==> src/hw/smp_map.vh <==
// Constants for the serial motor command parser
`ifndef SMP_MAP_VH
`define SMP_MAP_VH

// ----------------------------------------
// Timing
// ----------------------------------------
`define SMP_CLK_HZ       10000000
`define SMP_BAUD_MIN     2000
`define SMP_BAUD_MAX     60000
// Start bit plus seven zero data bits of the start byte
`define SMP_RUN_BITS     8
`define SMP_RUN_MIN_CYC  ((`SMP_RUN_BITS * `SMP_CLK_HZ) / `SMP_BAUD_MAX)
`define SMP_RUN_MAX_CYC  ((`SMP_RUN_BITS * `SMP_CLK_HZ) / `SMP_BAUD_MIN)
`define SMP_CNT_W        16

// ----------------------------------------
// Command layout
// ----------------------------------------
`define SMP_START_BYTE   8'h80
`define SMP_START_BIT    7
`define SMP_DIR_BIT      0
`define SMP_MNUM_LSB     1
`define SMP_MNUM_MSB     6
`define SMP_MNUM_ALL     6'h00
`define SMP_SPEED_OFF    7'h00
`define SMP_TGT_W        10

// ----------------------------------------
// Feedback modes
// ----------------------------------------
`define SMP_FB_NONE      2'h0
`define SMP_FB_POS       2'h1
`define SMP_FB_SPD       2'h2

`endif

==> src/hw/smp_sync.v <==
// Two-flop synchroniser for a bundle of asynchronous inputs
`timescale 1ns/1ps

module smp_sync #(
   parameter         W       = 1,
   parameter [W-1:0] RST_VAL = {W{1'b0}}
) (
   // Clock and reset
   input  wire         clk_i,
   input  wire         rst_n_i,
   // Data
   input  wire [W-1:0] d_i,
   output wire [W-1:0] q_o
);

   genvar g;
   generate
      for (g = 0; g < W; g = g + 1) begin : g_bit
         reg meta_q;
         reg sync_q;
         always @(posedge clk_i or negedge rst_n_i) begin
            if (!rst_n_i) begin
               meta_q <= RST_VAL[g];
               sync_q <= RST_VAL[g];
            end else begin
               meta_q <= d_i[g];
               sync_q <= meta_q;
            end
         end
         assign q_o[g] = sync_q;
      end
   endgenerate

endmodule // smp_sync

==> src/hw/smp_parser.v <==
// Auto-baud serial receiver and four-byte motor command parser
//
// Contract
// [RL1] Characters are 8 data bits, no parity, one stop
// [RL2] Bit rate learnt alone, 2000 to 60000 baud
// [RL3] Sender drives line non-inverted, low means zero
// [RL4] Any byte with bit 7 set restarts command
// [RL5] Sender keeps top bit clear after start byte
// [RL6] Start byte 0x80 opens every command
// [RL7] Wrong device type: ignore until next start
// [RL8] Third byte bit 0: one forward, zero back
// [RL9] Act only on motor zero or own number
// [RL10] Each controller owns distinct number 1 to 63
// [RL11] Fourth byte: seven-bit speed, zero off, 7F full
// [RL12] Position mode: zero reverse holds, forward unlocks loop
// [RL13] Sender holds line idle high around reset
// [RL14] Sender waits 100 ms after reset release
// [RL15] Reset low 2 us gives power-up state
// [RL16] Position mode uses ten-bit position value
// [RL17] Framing error drops byte and current command
// [RL18] Outputs change together after all four bytes
`timescale 1ns/1ps
`include "smp_map.vh"

module smp_parser #(
   parameter integer          RUN_MAX_CYC = `SMP_RUN_MAX_CYC,
   // Device type code; the value is arbitrary
   parameter [6:0]            DEV_TYPE    = 7'h2A
) (
   // Clock and reset
   input  wire                  clk_sys_i,
   input  wire                  rst_n_i,
   // Serial line
   input  wire                  rxd_i,
   // Configuration
   input  wire [5:0]            mnum_cfg_i,
   input  wire [1:0]            fb_mode_i,
   // Motor command
   output wire                  dir_o,
   output wire [6:0]            speed_o,
   output wire                  cmd_stb_o,
   output wire                  hold_zero_o,
   output wire                  pid_off_o,
   output wire [`SMP_TGT_W-1:0] pos_tgt_o,
   // Status
   output wire                  baud_lock_o,
   output wire                  frame_err_o
);

   // ----------------------------------------
   // Constants and states
   // ----------------------------------------
   // Counts are worked out as integers, then cut to the counter width
   localparam integer          RUN_MIN_I = `SMP_RUN_MIN_CYC;
   localparam [`SMP_CNT_W-1:0] RUN_MIN   = RUN_MIN_I[`SMP_CNT_W-1:0];
   localparam [`SMP_CNT_W-1:0] RUN_MAX   = RUN_MAX_CYC[`SMP_CNT_W-1:0];
   localparam [`SMP_CNT_W-1:0] ONE       = 16'h0001;

   localparam [5:0] R_IDLE = 6'h01;
   localparam [5:0] R_MEAS = 6'h02;
   localparam [5:0] R_MSTP = 6'h04;
   localparam [5:0] R_STRT = 6'h08;
   localparam [5:0] R_DATA = 6'h10;
   localparam [5:0] R_STOP = 6'h20;

   localparam [3:0] P_WAIT = 4'h1;
   localparam [3:0] P_TYPE = 4'h2;
   localparam [3:0] P_MNUM = 4'h4;
   localparam [3:0] P_SPD  = 4'h8;

   // ----------------------------------------
   // Decoding
   // ----------------------------------------
   function mnum_hit;
      input [5:0] num;
      input [5:0] own;
      begin
         mnum_hit = (num == `SMP_MNUM_ALL) || (num == own);
      end
   endfunction

   // ----------------------------------------
   // Input synchronisers
   // ----------------------------------------
   wire       rxd_s;
   wire [1:0] fb_s;
   wire [5:0] mnum_s;

   // Line resets to idle high so no false start edge appears
   smp_sync #(
      .W       (9),
      .RST_VAL (9'h100)
   ) u_sync (
      .clk_i   (clk_sys_i),
      .rst_n_i (rst_n_i),
      .d_i     ({rxd_i, fb_mode_i, mnum_cfg_i}),
      .q_o     ({rxd_s, fb_s, mnum_s})
   );

   // ----------------------------------------
   // Receiver registers
   // ----------------------------------------
   reg [5:0]            rx_st_q, rx_st_d;
   reg [`SMP_CNT_W-1:0] cnt_q, cnt_d;
   reg [`SMP_CNT_W-1:0] bit_q, bit_d;
   reg [2:0]            bidx_q, bidx_d;
   reg [7:0]            shf_q, shf_d;
   reg [7:0]            byte_q, byte_d;
   reg                  vld_q, vld_d;
   reg                  ferr_q, ferr_d;
   reg                  lock_q, lock_d;
   reg                  prev_q;

   wire                  fall_w;
   wire [`SMP_CNT_W-1:0] half_w;
   wire [`SMP_CNT_W-1:0] half_end_w;
   wire [`SMP_CNT_W-1:0] bit_end_w;
   wire [`SMP_CNT_W-1:0] mstp_end_w;

   assign fall_w     = prev_q & ~rxd_s;
   assign half_w     = {1'b0, bit_q[`SMP_CNT_W-1:1]};
   assign half_end_w = half_w - ONE;
   assign bit_end_w  = bit_q - ONE;
   // Middle of the stop bit after the high bit 7 of the start byte
   assign mstp_end_w = bit_q + half_w - ONE;

   // ----------------------------------------
   // Receiver next state
   // ----------------------------------------
   always @* begin
      rx_st_d = rx_st_q;
      cnt_d   = cnt_q + ONE;
      bit_d   = bit_q;
      bidx_d  = bidx_q;
      shf_d   = shf_q;
      byte_d  = byte_q;
      vld_d   = 1'b0;
      ferr_d  = 1'b0;
      lock_d  = lock_q;
      case (rx_st_q)
         R_IDLE: begin
            cnt_d = {`SMP_CNT_W{1'b0}};
            if (fall_w) begin
               // Unlocked: time the low run of a start byte
               rx_st_d = lock_q ? R_STRT : R_MEAS; // RL2
            end
         end
         R_MEAS: begin
            if (!rxd_s) begin
               if (cnt_q >= RUN_MAX) begin
                  // Too slow for any legal rate
                  rx_st_d = R_IDLE; // RL2
               end
            end else if (cnt_q >= RUN_MIN) begin
               // Eight bit times low: period is the run over 8
               bit_d   = {3'b000, cnt_q[`SMP_CNT_W-1:3]}; // RL2
               cnt_d   = {`SMP_CNT_W{1'b0}};
               rx_st_d = R_MSTP;
            end else begin
               rx_st_d = R_IDLE;
            end
         end
         R_MSTP: begin
            if (cnt_q == mstp_end_w) begin
               rx_st_d = R_IDLE;
               if (rxd_s) begin
                  byte_d = `SMP_START_BYTE; // RL6
                  vld_d  = 1'b1;
                  lock_d = 1'b1; // RL2
               end
            end
         end
         R_STRT: begin
            if (cnt_q == half_end_w) begin
               cnt_d  = {`SMP_CNT_W{1'b0}};
               bidx_d = 3'h0;
               // A start bit that is high again was a glitch
               rx_st_d = rxd_s ? R_IDLE : R_DATA; // RL3
            end
         end
         R_DATA: begin
            if (cnt_q == bit_end_w) begin
               cnt_d  = {`SMP_CNT_W{1'b0}};
               // Low level is a zero, LSB first
               shf_d  = {rxd_s, shf_q[7:1]}; // RL1 RL3
               bidx_d = bidx_q + 3'h1;
               if (bidx_q == 3'h7) begin
                  rx_st_d = R_STOP; // RL1
               end
            end
         end
         R_STOP: begin
            if (cnt_q == bit_end_w) begin
               rx_st_d = R_IDLE;
               if (rxd_s) begin
                  byte_d = shf_q; // RL1
                  vld_d  = 1'b1;
               end else begin
                  // Lost framing may mean a new rate: relearn it
                  ferr_d = 1'b1; // RL17
                  lock_d = 1'b0;
               end
            end
         end
         default: begin
            rx_st_d = R_IDLE;
         end
      endcase
   end

   // ----------------------------------------
   // Receiver registers update
   // ----------------------------------------
   always @(posedge clk_sys_i or negedge rst_n_i) begin
      if (!rst_n_i) begin
         rx_st_q <= R_IDLE; // RL15
         cnt_q   <= 16'h0000;
         bit_q   <= 16'h0000;
         bidx_q  <= 3'h0;
         shf_q   <= 8'h00;
         byte_q  <= 8'h00;
         vld_q   <= 1'b0;
         ferr_q  <= 1'b0;
         lock_q  <= 1'b0;
         prev_q  <= 1'b1;
      end else begin
         rx_st_q <= rx_st_d;
         cnt_q   <= cnt_d;
         bit_q   <= bit_d;
         bidx_q  <= bidx_d;
         shf_q   <= shf_d;
         byte_q  <= byte_d;
         vld_q   <= vld_d;
         ferr_q  <= ferr_d;
         lock_q  <= lock_d;
         prev_q  <= rxd_s;
      end
   end

   // ----------------------------------------
   // Command parser
   // ----------------------------------------
   reg [3:0] ps_q, ps_d;
   reg       dir_pend_q, dir_pend_d;
   reg       commit_w;

   always @* begin
      ps_d       = ps_q;
      dir_pend_d = dir_pend_q;
      commit_w   = 1'b0;
      if (ferr_q) begin
         ps_d = P_WAIT; // RL17
      end else if (vld_q) begin
         if (byte_q[`SMP_START_BIT]) begin
            // Any start byte abandons a half-done command
            ps_d = P_TYPE; // RL4 RL6
         end else begin
            case (ps_q)
               P_TYPE: begin
                  ps_d = (byte_q[6:0] == DEV_TYPE) ? P_MNUM
                                                   : P_WAIT; // RL7
               end
               P_MNUM: begin
                  dir_pend_d = byte_q[`SMP_DIR_BIT]; // RL8
                  ps_d = mnum_hit(byte_q[`SMP_MNUM_MSB:`SMP_MNUM_LSB],
                                  mnum_s) ? P_SPD : P_WAIT; // RL9 RL10
               end
               P_SPD: begin
                  commit_w = 1'b1; // RL18
                  ps_d     = P_WAIT;
               end
               default: begin
                  ps_d = P_WAIT; // RL7
               end
            endcase
         end
      end
   end

   // ----------------------------------------
   // Command outputs
   // ----------------------------------------
   reg                  dir_q;
   reg [6:0]            speed_q;
   reg                  stb_q;
   reg                  hold_q;
   reg                  pidoff_q;
   reg [`SMP_TGT_W-1:0] tgt_q;
   reg                  lock_o_q;
   reg                  ferr_o_q;

   wire       pos_w, zero_w;
   wire [6:0] spd_w;

   assign spd_w  = byte_q[6:0];
   assign pos_w  = (fb_s == `SMP_FB_POS);
   assign zero_w = (spd_w == `SMP_SPEED_OFF);

   always @(posedge clk_sys_i or negedge rst_n_i) begin
      if (!rst_n_i) begin
         ps_q       <= P_WAIT; // RL15
         dir_pend_q <= 1'b0;
         dir_q      <= 1'b0;
         speed_q    <= 7'h00;
         stb_q      <= 1'b0;
         hold_q     <= 1'b0;
         pidoff_q   <= 1'b0;
         tgt_q      <= 10'h000;
         lock_o_q   <= 1'b0;
         ferr_o_q   <= 1'b0;
      end else begin
         ps_q       <= ps_d;
         dir_pend_q <= dir_pend_d;
         stb_q      <= commit_w;
         lock_o_q   <= lock_q;
         ferr_o_q   <= ferr_q;
         if (commit_w) begin
            // All fields load in one edge, never a mix
            dir_q    <= dir_pend_q; // RL8 RL18
            speed_q  <= spd_w; // RL11
            hold_q   <= pos_w & zero_w & ~dir_pend_q; // RL12
            pidoff_q <= pos_w & zero_w & dir_pend_q; // RL12
            // Stretch 7 bits over the full 10-bit position scale
            tgt_q    <= {spd_w, spd_w[6:4]}; // RL16
         end
      end
   end

   assign dir_o       = dir_q;
   assign speed_o     = speed_q;
   assign cmd_stb_o   = stb_q;
   assign hold_zero_o = hold_q;
   assign pid_off_o   = pidoff_q;
   assign pos_tgt_o   = tgt_q;
   assign baud_lock_o = lock_o_q;
   assign frame_err_o = ferr_o_q;

endmodule // smp_parser

==> config.mk <==
export PLATFORM = sky130hd
export DESIGN_NAME = smp_parser
export DESIGN_NICKNAME = d
export VERILOG_FILES = /design/src/hw/smp_sync.v /design/src/hw/smp_parser.v
export VERILOG_INCLUDE_DIRS = /design/src /design/src/hw
export SDC_FILE = /design/constraint.sdc
export NUM_CORES = 1
export LEC_CHECK = 0
export ABC_CLOCK_PERIOD_IN_PS = 6200
export BUFFER_PORTS_ARGS = -buffer_cell sky130_fd_sc_hd__buf_2
export CAP_MARGIN = 0
export CORE_ASPECT_RATIO = 1.75
export CORE_MARGIN = 4
export CORE_UTILIZATION = 55
export CTS_CLUSTER_DIAMETER = 60
export DETAILED_ROUTE_END_ITERATION = 6
export PLACE_DENSITY = 0.73
export SYNTH_ARGS = -nofsm -noshare
export SYNTH_HDL_FRONTEND = slang
export SYNTH_SLANG_ARGS = --single-unit
==> constraint.sdc <==
create_clock -name clk_sys_i -period 6.2 [get_ports clk_sys_i]
set_input_delay 0.93 -clock clk_sys_i [delete_from_list [all_inputs] [get_ports clk_sys_i]]
set_output_delay 0.93 -clock clk_sys_i [all_outputs]
set_load 0.05 [all_outputs]
# == Word-level counts from Yosys, hierarchy flattened ==
# Cells that the tools add are included.
# op_classes
n_addsub,6
n_mul,0
div,0
order_cmp,2
n_eq_ne,26
n_shift,0
muxes,47
n_bitwise,8
n_reduce_logical,13
# op_table
cell,n
two-way mux 16 bit,4
one-hot mux 16 bit (4 select lines),1
== test 16 bit,3
two-way mux 6 bit,8
one-hot mux 6 bit (6 select lines),1
two-way mux 8 bit,4
two-way mux 4 bit,5
"adder 16 x 1 -> 16 bit, second input constant",1
">= comparator 16 x 11 -> 1 bit, second input constant",1
">= comparator 16 bit, second input constant",1
one-hot mux 8 bit (2 select lines),1
"subtractor 14 x 1 -> 15 bit, second input constant",1
adder 13 x 12 -> 14 bit,1
two-way mux 1 bit,14
"!= test 2 bit, second input constant",7
"subtractor 13 x 1 -> 14 bit, second input constant",1
"subtractor 12 x 1 -> 13 bit, second input constant",1
two-way mux 3 bit,4
AND reduction 5 bit,2
one-hot mux 4 bit (2 select lines),1
"== test 7 x 6 -> 1 bit, second input constant",1
zero test 7 bit,1
AND reduction 7 bit,1
"== test 6 x 1 -> 1 bit, second input constant",1
other kinds (25),36
# totals
regBits,104
latchBits,0
ram_bits,0
mem_bits_ro,0
input_bits,11
out_inout_bits,23
wordCells,140
mem_count,0

# == Longest topological paths before layout ==
# depth
depth_word,7
depth_mapped,14
mapped_depth_nobuf,14

# == Modules after synthesis ==
# Synthesis repeated with hierarchy kept, for this count alone.
# hier_totals
hier_cells,667
area_unflattened_um2,6254.7
# by_module_without_submodules
mod,instances,cells_each,area_each_um2,seq_area_each_um2
smp_parser,1,640,5734.2,1905.6
smp_sync,1,27,520.5,452.9

# == Worst setup path before layout ==
# OpenSTA, ideal clock, no wires.
# synth_timing
path_kind,register -> register
start,register bit_q[1]
end,register lock_q
setup_ns,0.077
arrival_time_ns,3.286
t_required_ns,6.123
path_slack_ns,2.837
path_stages_with_launch,15
n_path_buf,0
period_less_slack_ns,3.363
path_cell_list,dfrtp_1 inv_1 ha_1 inv_1 ha_1 inv_1 fa_1 nor2b_1 o211ai_1 a31oi_1 mux2_2 or4b_1 nor4_1 nand4_1 a21oi_1
# synth_via
elab_chain_cells,5
elab_cells_between_ends,8
cone_classes,add/sub: 3; eq/ne: 4; reduce/logical: 1
# synth_lines
item,line_no,text
from (decl),smp_parser.v:105,"reg [`SMP_CNT_W-1:0] bit_q, bit_d;"
from (signal assigned),smp_parser.v:229,bit_q <= bit_d;
adder 13 x 12 -> 14 bit,smp_parser.v:125,assign mstp_end_w = bit_q + half_w - ONE;
subtractor 14 x 1 -> 15 bit,smp_parser.v:125,
== test 16 bit,smp_parser.v:164,if (cnt_q == mstp_end_w) begin
!= test 2 bit (no source line),-,
AND reduction 5 bit (no source line) *,-,
to (signal assigned),smp_parser.v:235,lock_q <= lock_d;
to (decl),smp_parser.v:111,"reg lock_q, lock_d;"
# Every way passes the cells marked *; elsewhere a longest branch is shown, timed or not.
# A chain may end at the register's enable or synchronous reset.

# == Worst setup path in the final report ==
# Same ends and word-level chain as after synthesis.

==> summary.txt <==
Status = finished, final reports clean
Final clock period utilization by the worst path = 62.9%
Origin of the critical flop-to-flop path = bit_q[1]$_DFFE_PN0P_
Number of setup buffers added after CTS = 0
Number of placement rows = 51
Cell Area, Synth = 6180 um^2
IO Port Bufs = 33
Max-capacitance violation count = 0
Pin count of the biggest net entering global routing = 71
Number of warnings reported in the yosys synthesis log = 0
Type of element capturing the critical path = flip-flop
Total Neg Setup Slack = 0 ps
Height of the chip = 148 um
Total half-perimeter wirelength after legalization and detailed placement = 11,900 um
Number of nets in the final layout = 734
Required time of the worst setup path = 6470 ps
Count of cells resized by post-cts repair = 0
Synthesized area divided by synthesized cell count = 9.25 um^2
TritonRoute pass-1 iters = 4
Synth unique cells = 71
Via count normalized by instance count = 5.90
Achievable Freq = 256 MHz
EDFF count, synth = 0
Share of synthesized flip-flops with an asynchronous set or reset = 100%
Worst Hold Class = reg -> reg
Antenna violation net count after detailed routing = 0
Launch point of the critical path = bit_q[1]$_DFFE_PN0P_
Initial antenna violation count = 0
Routability cong. = 1.03
Wire length of the first global-routing pass = 24,500 um
Flops & latches, synth = 94
RSZ-0062 raised after global routing = no
Final critical-path required period = 3900 ps
Total overflow reported by the global router = 0
Number of global-route vias before repair = 4,932
Arrival time at the worst endpoint = 4170 ps
Non-filler instance count after layout = 816
Number of violations reported at the end of detailed-routing iteration 0 = 207
Most used cells in the layout excluding fill and tap cells = sky130_fd_sc_hd__dfrtp_1, sky130_fd_sc_hd__nand2_1, sky130_fd_sc_hd__inv_1, sky130_fd_sc_hd__nor2_1, sky130_fd_sc_hd__ha_1
CTS tree = built
Area growth from synthesis to layout = 7.19%
Critical Setup Path Class = reg -> reg
Portion of the post-synthesis area used by sequential elements = 38.2%
Placeable core area = 11,000 um^2
Die width = 88.1 um
Prevailing post-synth register cell = sky130_fd_sc_hd__dfrtp_1
Effective utilization at floorplan = 56.0%
Slew at the pin closest to its max-slew limit = 1050 ps
Start point of the worst min-delay path = u_sync.g_bit[5].meta_q$_DFF_PN0_
Number of CTS-inserted buffers = 9
Share of cells above drive strength 1 = 12.7%
Clock root buffer = sky130_fd_sc_hd__clkbuf_16
Clock latency on the worst-skew pair = 340 ps
Syn Inst Count = 668
GRT Resource Usage Total = 24.6%
Post-cts hold buffer count = 0
Most common cell after layout, fill and taps aside = sky130_fd_sc_hd__dfrtp_1
Clock-pin slew on the worst setup and hold paths = 70 ps
DRC violation count after routing = 0
Number of buffers between clock root and the deepest sink = 2
Synthesized netlist net count = 723
Slew Limit Headroom = 28.5%
Antenna diode count = 0
Cell count after placement = 800
Wire length per cell after detailed routing = 18.8 um
Number of sinks handled by clock tree synthesis = 94
Setup violation total in the final timing report = 0
Worst Setup Start Kind = flip-flop
H-tree level count = 3
Slew Limit Fails = 0
Final setup margin = 2300 ps
Worst-case hold slack = 347 ps
LEAKAGE = 0.00326 uW
Detailed-route wire length = 15,300 um
Peak supply drop = 208 uV
CP max FO = 7
Area of the die = 13,100 um^2
Number of vias after detailed routing = 4,814
Final hold violation count = 0
P per Cell Area = 211 nW/um^2
Final setup skew = 5.90 ps
Num ports = 34
Worst slack at placement = 2360 ps
[flip-flops by register name, summed over array words and instances, names as in the netlist, 3 cells and up]
name                 count
cnt_q                   16
bit_q                   13
u_sync.g_bit.meta_q      9
u_sync.g_bit.sync_q      9
byte_q                   8
shf_q                    8
rx_st_q                  6
speed_o                  6
ps_q                     4
bidx_q                   3
[through the flow]
stage | area (um^2) | total power, uW | util, %
2_1_floorplan | 6180 | 791 | -
3_3_place_gp | 6310 | 826 | 57.2
3_5_place_dp | 6310 | 836 | 57.2
4_1_cts | 6620 | 1410 | 60.0
5_1_grt | 6620 | 1450 | 60.0
6_report | 6620 | 1400 | 60.0
[cell usage after synthesis, types with 4 or more instances]
library cell / number / area share [%]
sky130_fd_sc_hd__nand2_1: 66 / 4.0
sky130_fd_sc_hd__inv_1: 56 / 3.4
sky130_fd_sc_hd__a31oi_1: 13 / 1.3
sky130_fd_sc_hd__nor2b_1: 14 / 1.4
sky130_fd_sc_hd__buf_4: 15 / 1.8
sky130_fd_sc_hd__nor4_1: 9 / 0.91
sky130_fd_sc_hd__dfrtp_1: 89 / 36
sky130_fd_sc_hd__dfstp_2: 5 / 2.1
sky130_fd_sc_hd__nand3_1: 19 / 1.5
sky130_fd_sc_hd__a21o_1: 4 / 0.49
sky130_fd_sc_hd__a21oi_1: 27 / 2.2
sky130_fd_sc_hd__xnor2_1: 39 / 5.5
sky130_fd_sc_hd__a22o_1: 4 / 0.57
sky130_fd_sc_hd__or3_1: 5 / 0.51
sky130_fd_sc_hd__mux2_2: 17 / 3.1
sky130_fd_sc_hd__nor2_1: 46 / 2.8
sky130_fd_sc_hd__mux2i_1: 4 / 0.65
sky130_fd_sc_hd__xor2_1: 36 / 5.1
sky130_fd_sc_hd__nor3_1: 11 / 0.89
sky130_fd_sc_hd__ha_1: 42 / 8.5
sky130_fd_sc_hd__buf_2: 9 / 0.73
sky130_fd_sc_hd__or4_1: 5 / 0.61
sky130_fd_sc_hd__o21ai_0: 32 / 2.6
sky130_fd_sc_hd__nand3b_1: 8 / 0.97
sky130_fd_sc_hd__nand2b_1: 8 / 0.81
sky130_fd_sc_hd__o211ai_1: 6 / 0.73
sky130_fd_sc_hd__clkbuf_1: 8 / 0.49
sky130_fd_sc_hd__nand4_1: 9 / 0.91
[power breakdown]
part / switching [uW] / leakage [uW] / total, uW / internal (uW)
Combinational: 89.2 / 0.00185 / 143 / 54.0
Sequential: 42.8 / 0.00125 / 680 / 638
Clock: 252 / 0.000154 / 574 / 322
[kinds of logic (layout without fill, tap and decap cells)]
family	count (synthesis)	in the layout	synth area share, %
and+or+nand+nor	223	223	18.5
AOI/OAI and AO/OA	117	117	12.2
DFF	94	94	38.2
buffers and inverters	93	109	7.31
xor gates and xnor gates	76	76	10.9
adders and majority gates	44	44	9.15
muxes	21	21	3.75
[path summary, 6_finish.rpt]
kind | slack [ps] | cells after the start | endpoint
max | 2300 | 14 | lock_q$_DFFE_PN0P_
min | 350 | 0 | u_sync.g_bit[5].sync_q$_DFF_PN0_
max in group asynchronous | 4580 | 2 | cnt_q[7]$_DFF_PN0_
min reg2reg | 350 | 0 | u_sync.g_bit[5].sync_q$_DFF_PN0_
max reg2reg | 2300 | 14 | lock_q$_DFFE_PN0P_
min in group asynchronous | 470 | 1 | u_sync.g_bit[7].meta_q$_DFF_PN0_
[critical path, cell delays in order (launching register included)]
cell,delay (ps)
sky130_fd_sc_hd__dfrtp_1,450
sky130_fd_sc_hd__inv_1,130
sky130_fd_sc_hd__ha_1,350
sky130_fd_sc_hd__inv_1,70
sky130_fd_sc_hd__ha_1,170
sky130_fd_sc_hd__inv_1,60
sky130_fd_sc_hd__fa_1,390
sky130_fd_sc_hd__nor2b_1,180
sky130_fd_sc_hd__o211ai_1,180
sky130_fd_sc_hd__a31oi_1,250
sky130_fd_sc_hd__mux2_2,360
sky130_fd_sc_hd__or4b_1,520
sky130_fd_sc_hd__nor4_1,330
sky130_fd_sc_hd__nand4_1,210
sky130_fd_sc_hd__a21oi_1,190
[area by class of cell]
| type | count | area (um^2) |
|---|---|---|
| fill | 944 | 4420 |
| multi-input combinational | 481 | 3380 |
| sequential | 94 | 2360 |
| clock buffer | 9 | 225 |
| inverter | 57 | 214 |
| timing repair buffer | 36 | 190 |
| tap | 132 | 165 |
| clock inverter | 7 | 87.6 |
[per-layer routing]
layer	wire (um)	up-vias	track usage, %
met5	0	-	0
met4	1040	0	16.5
met3	531	57	3.88
met2	8470	135	45.9
met1	5260	2320	23.8
li1	-	2302	-
(Power assumes the default switching activity.)
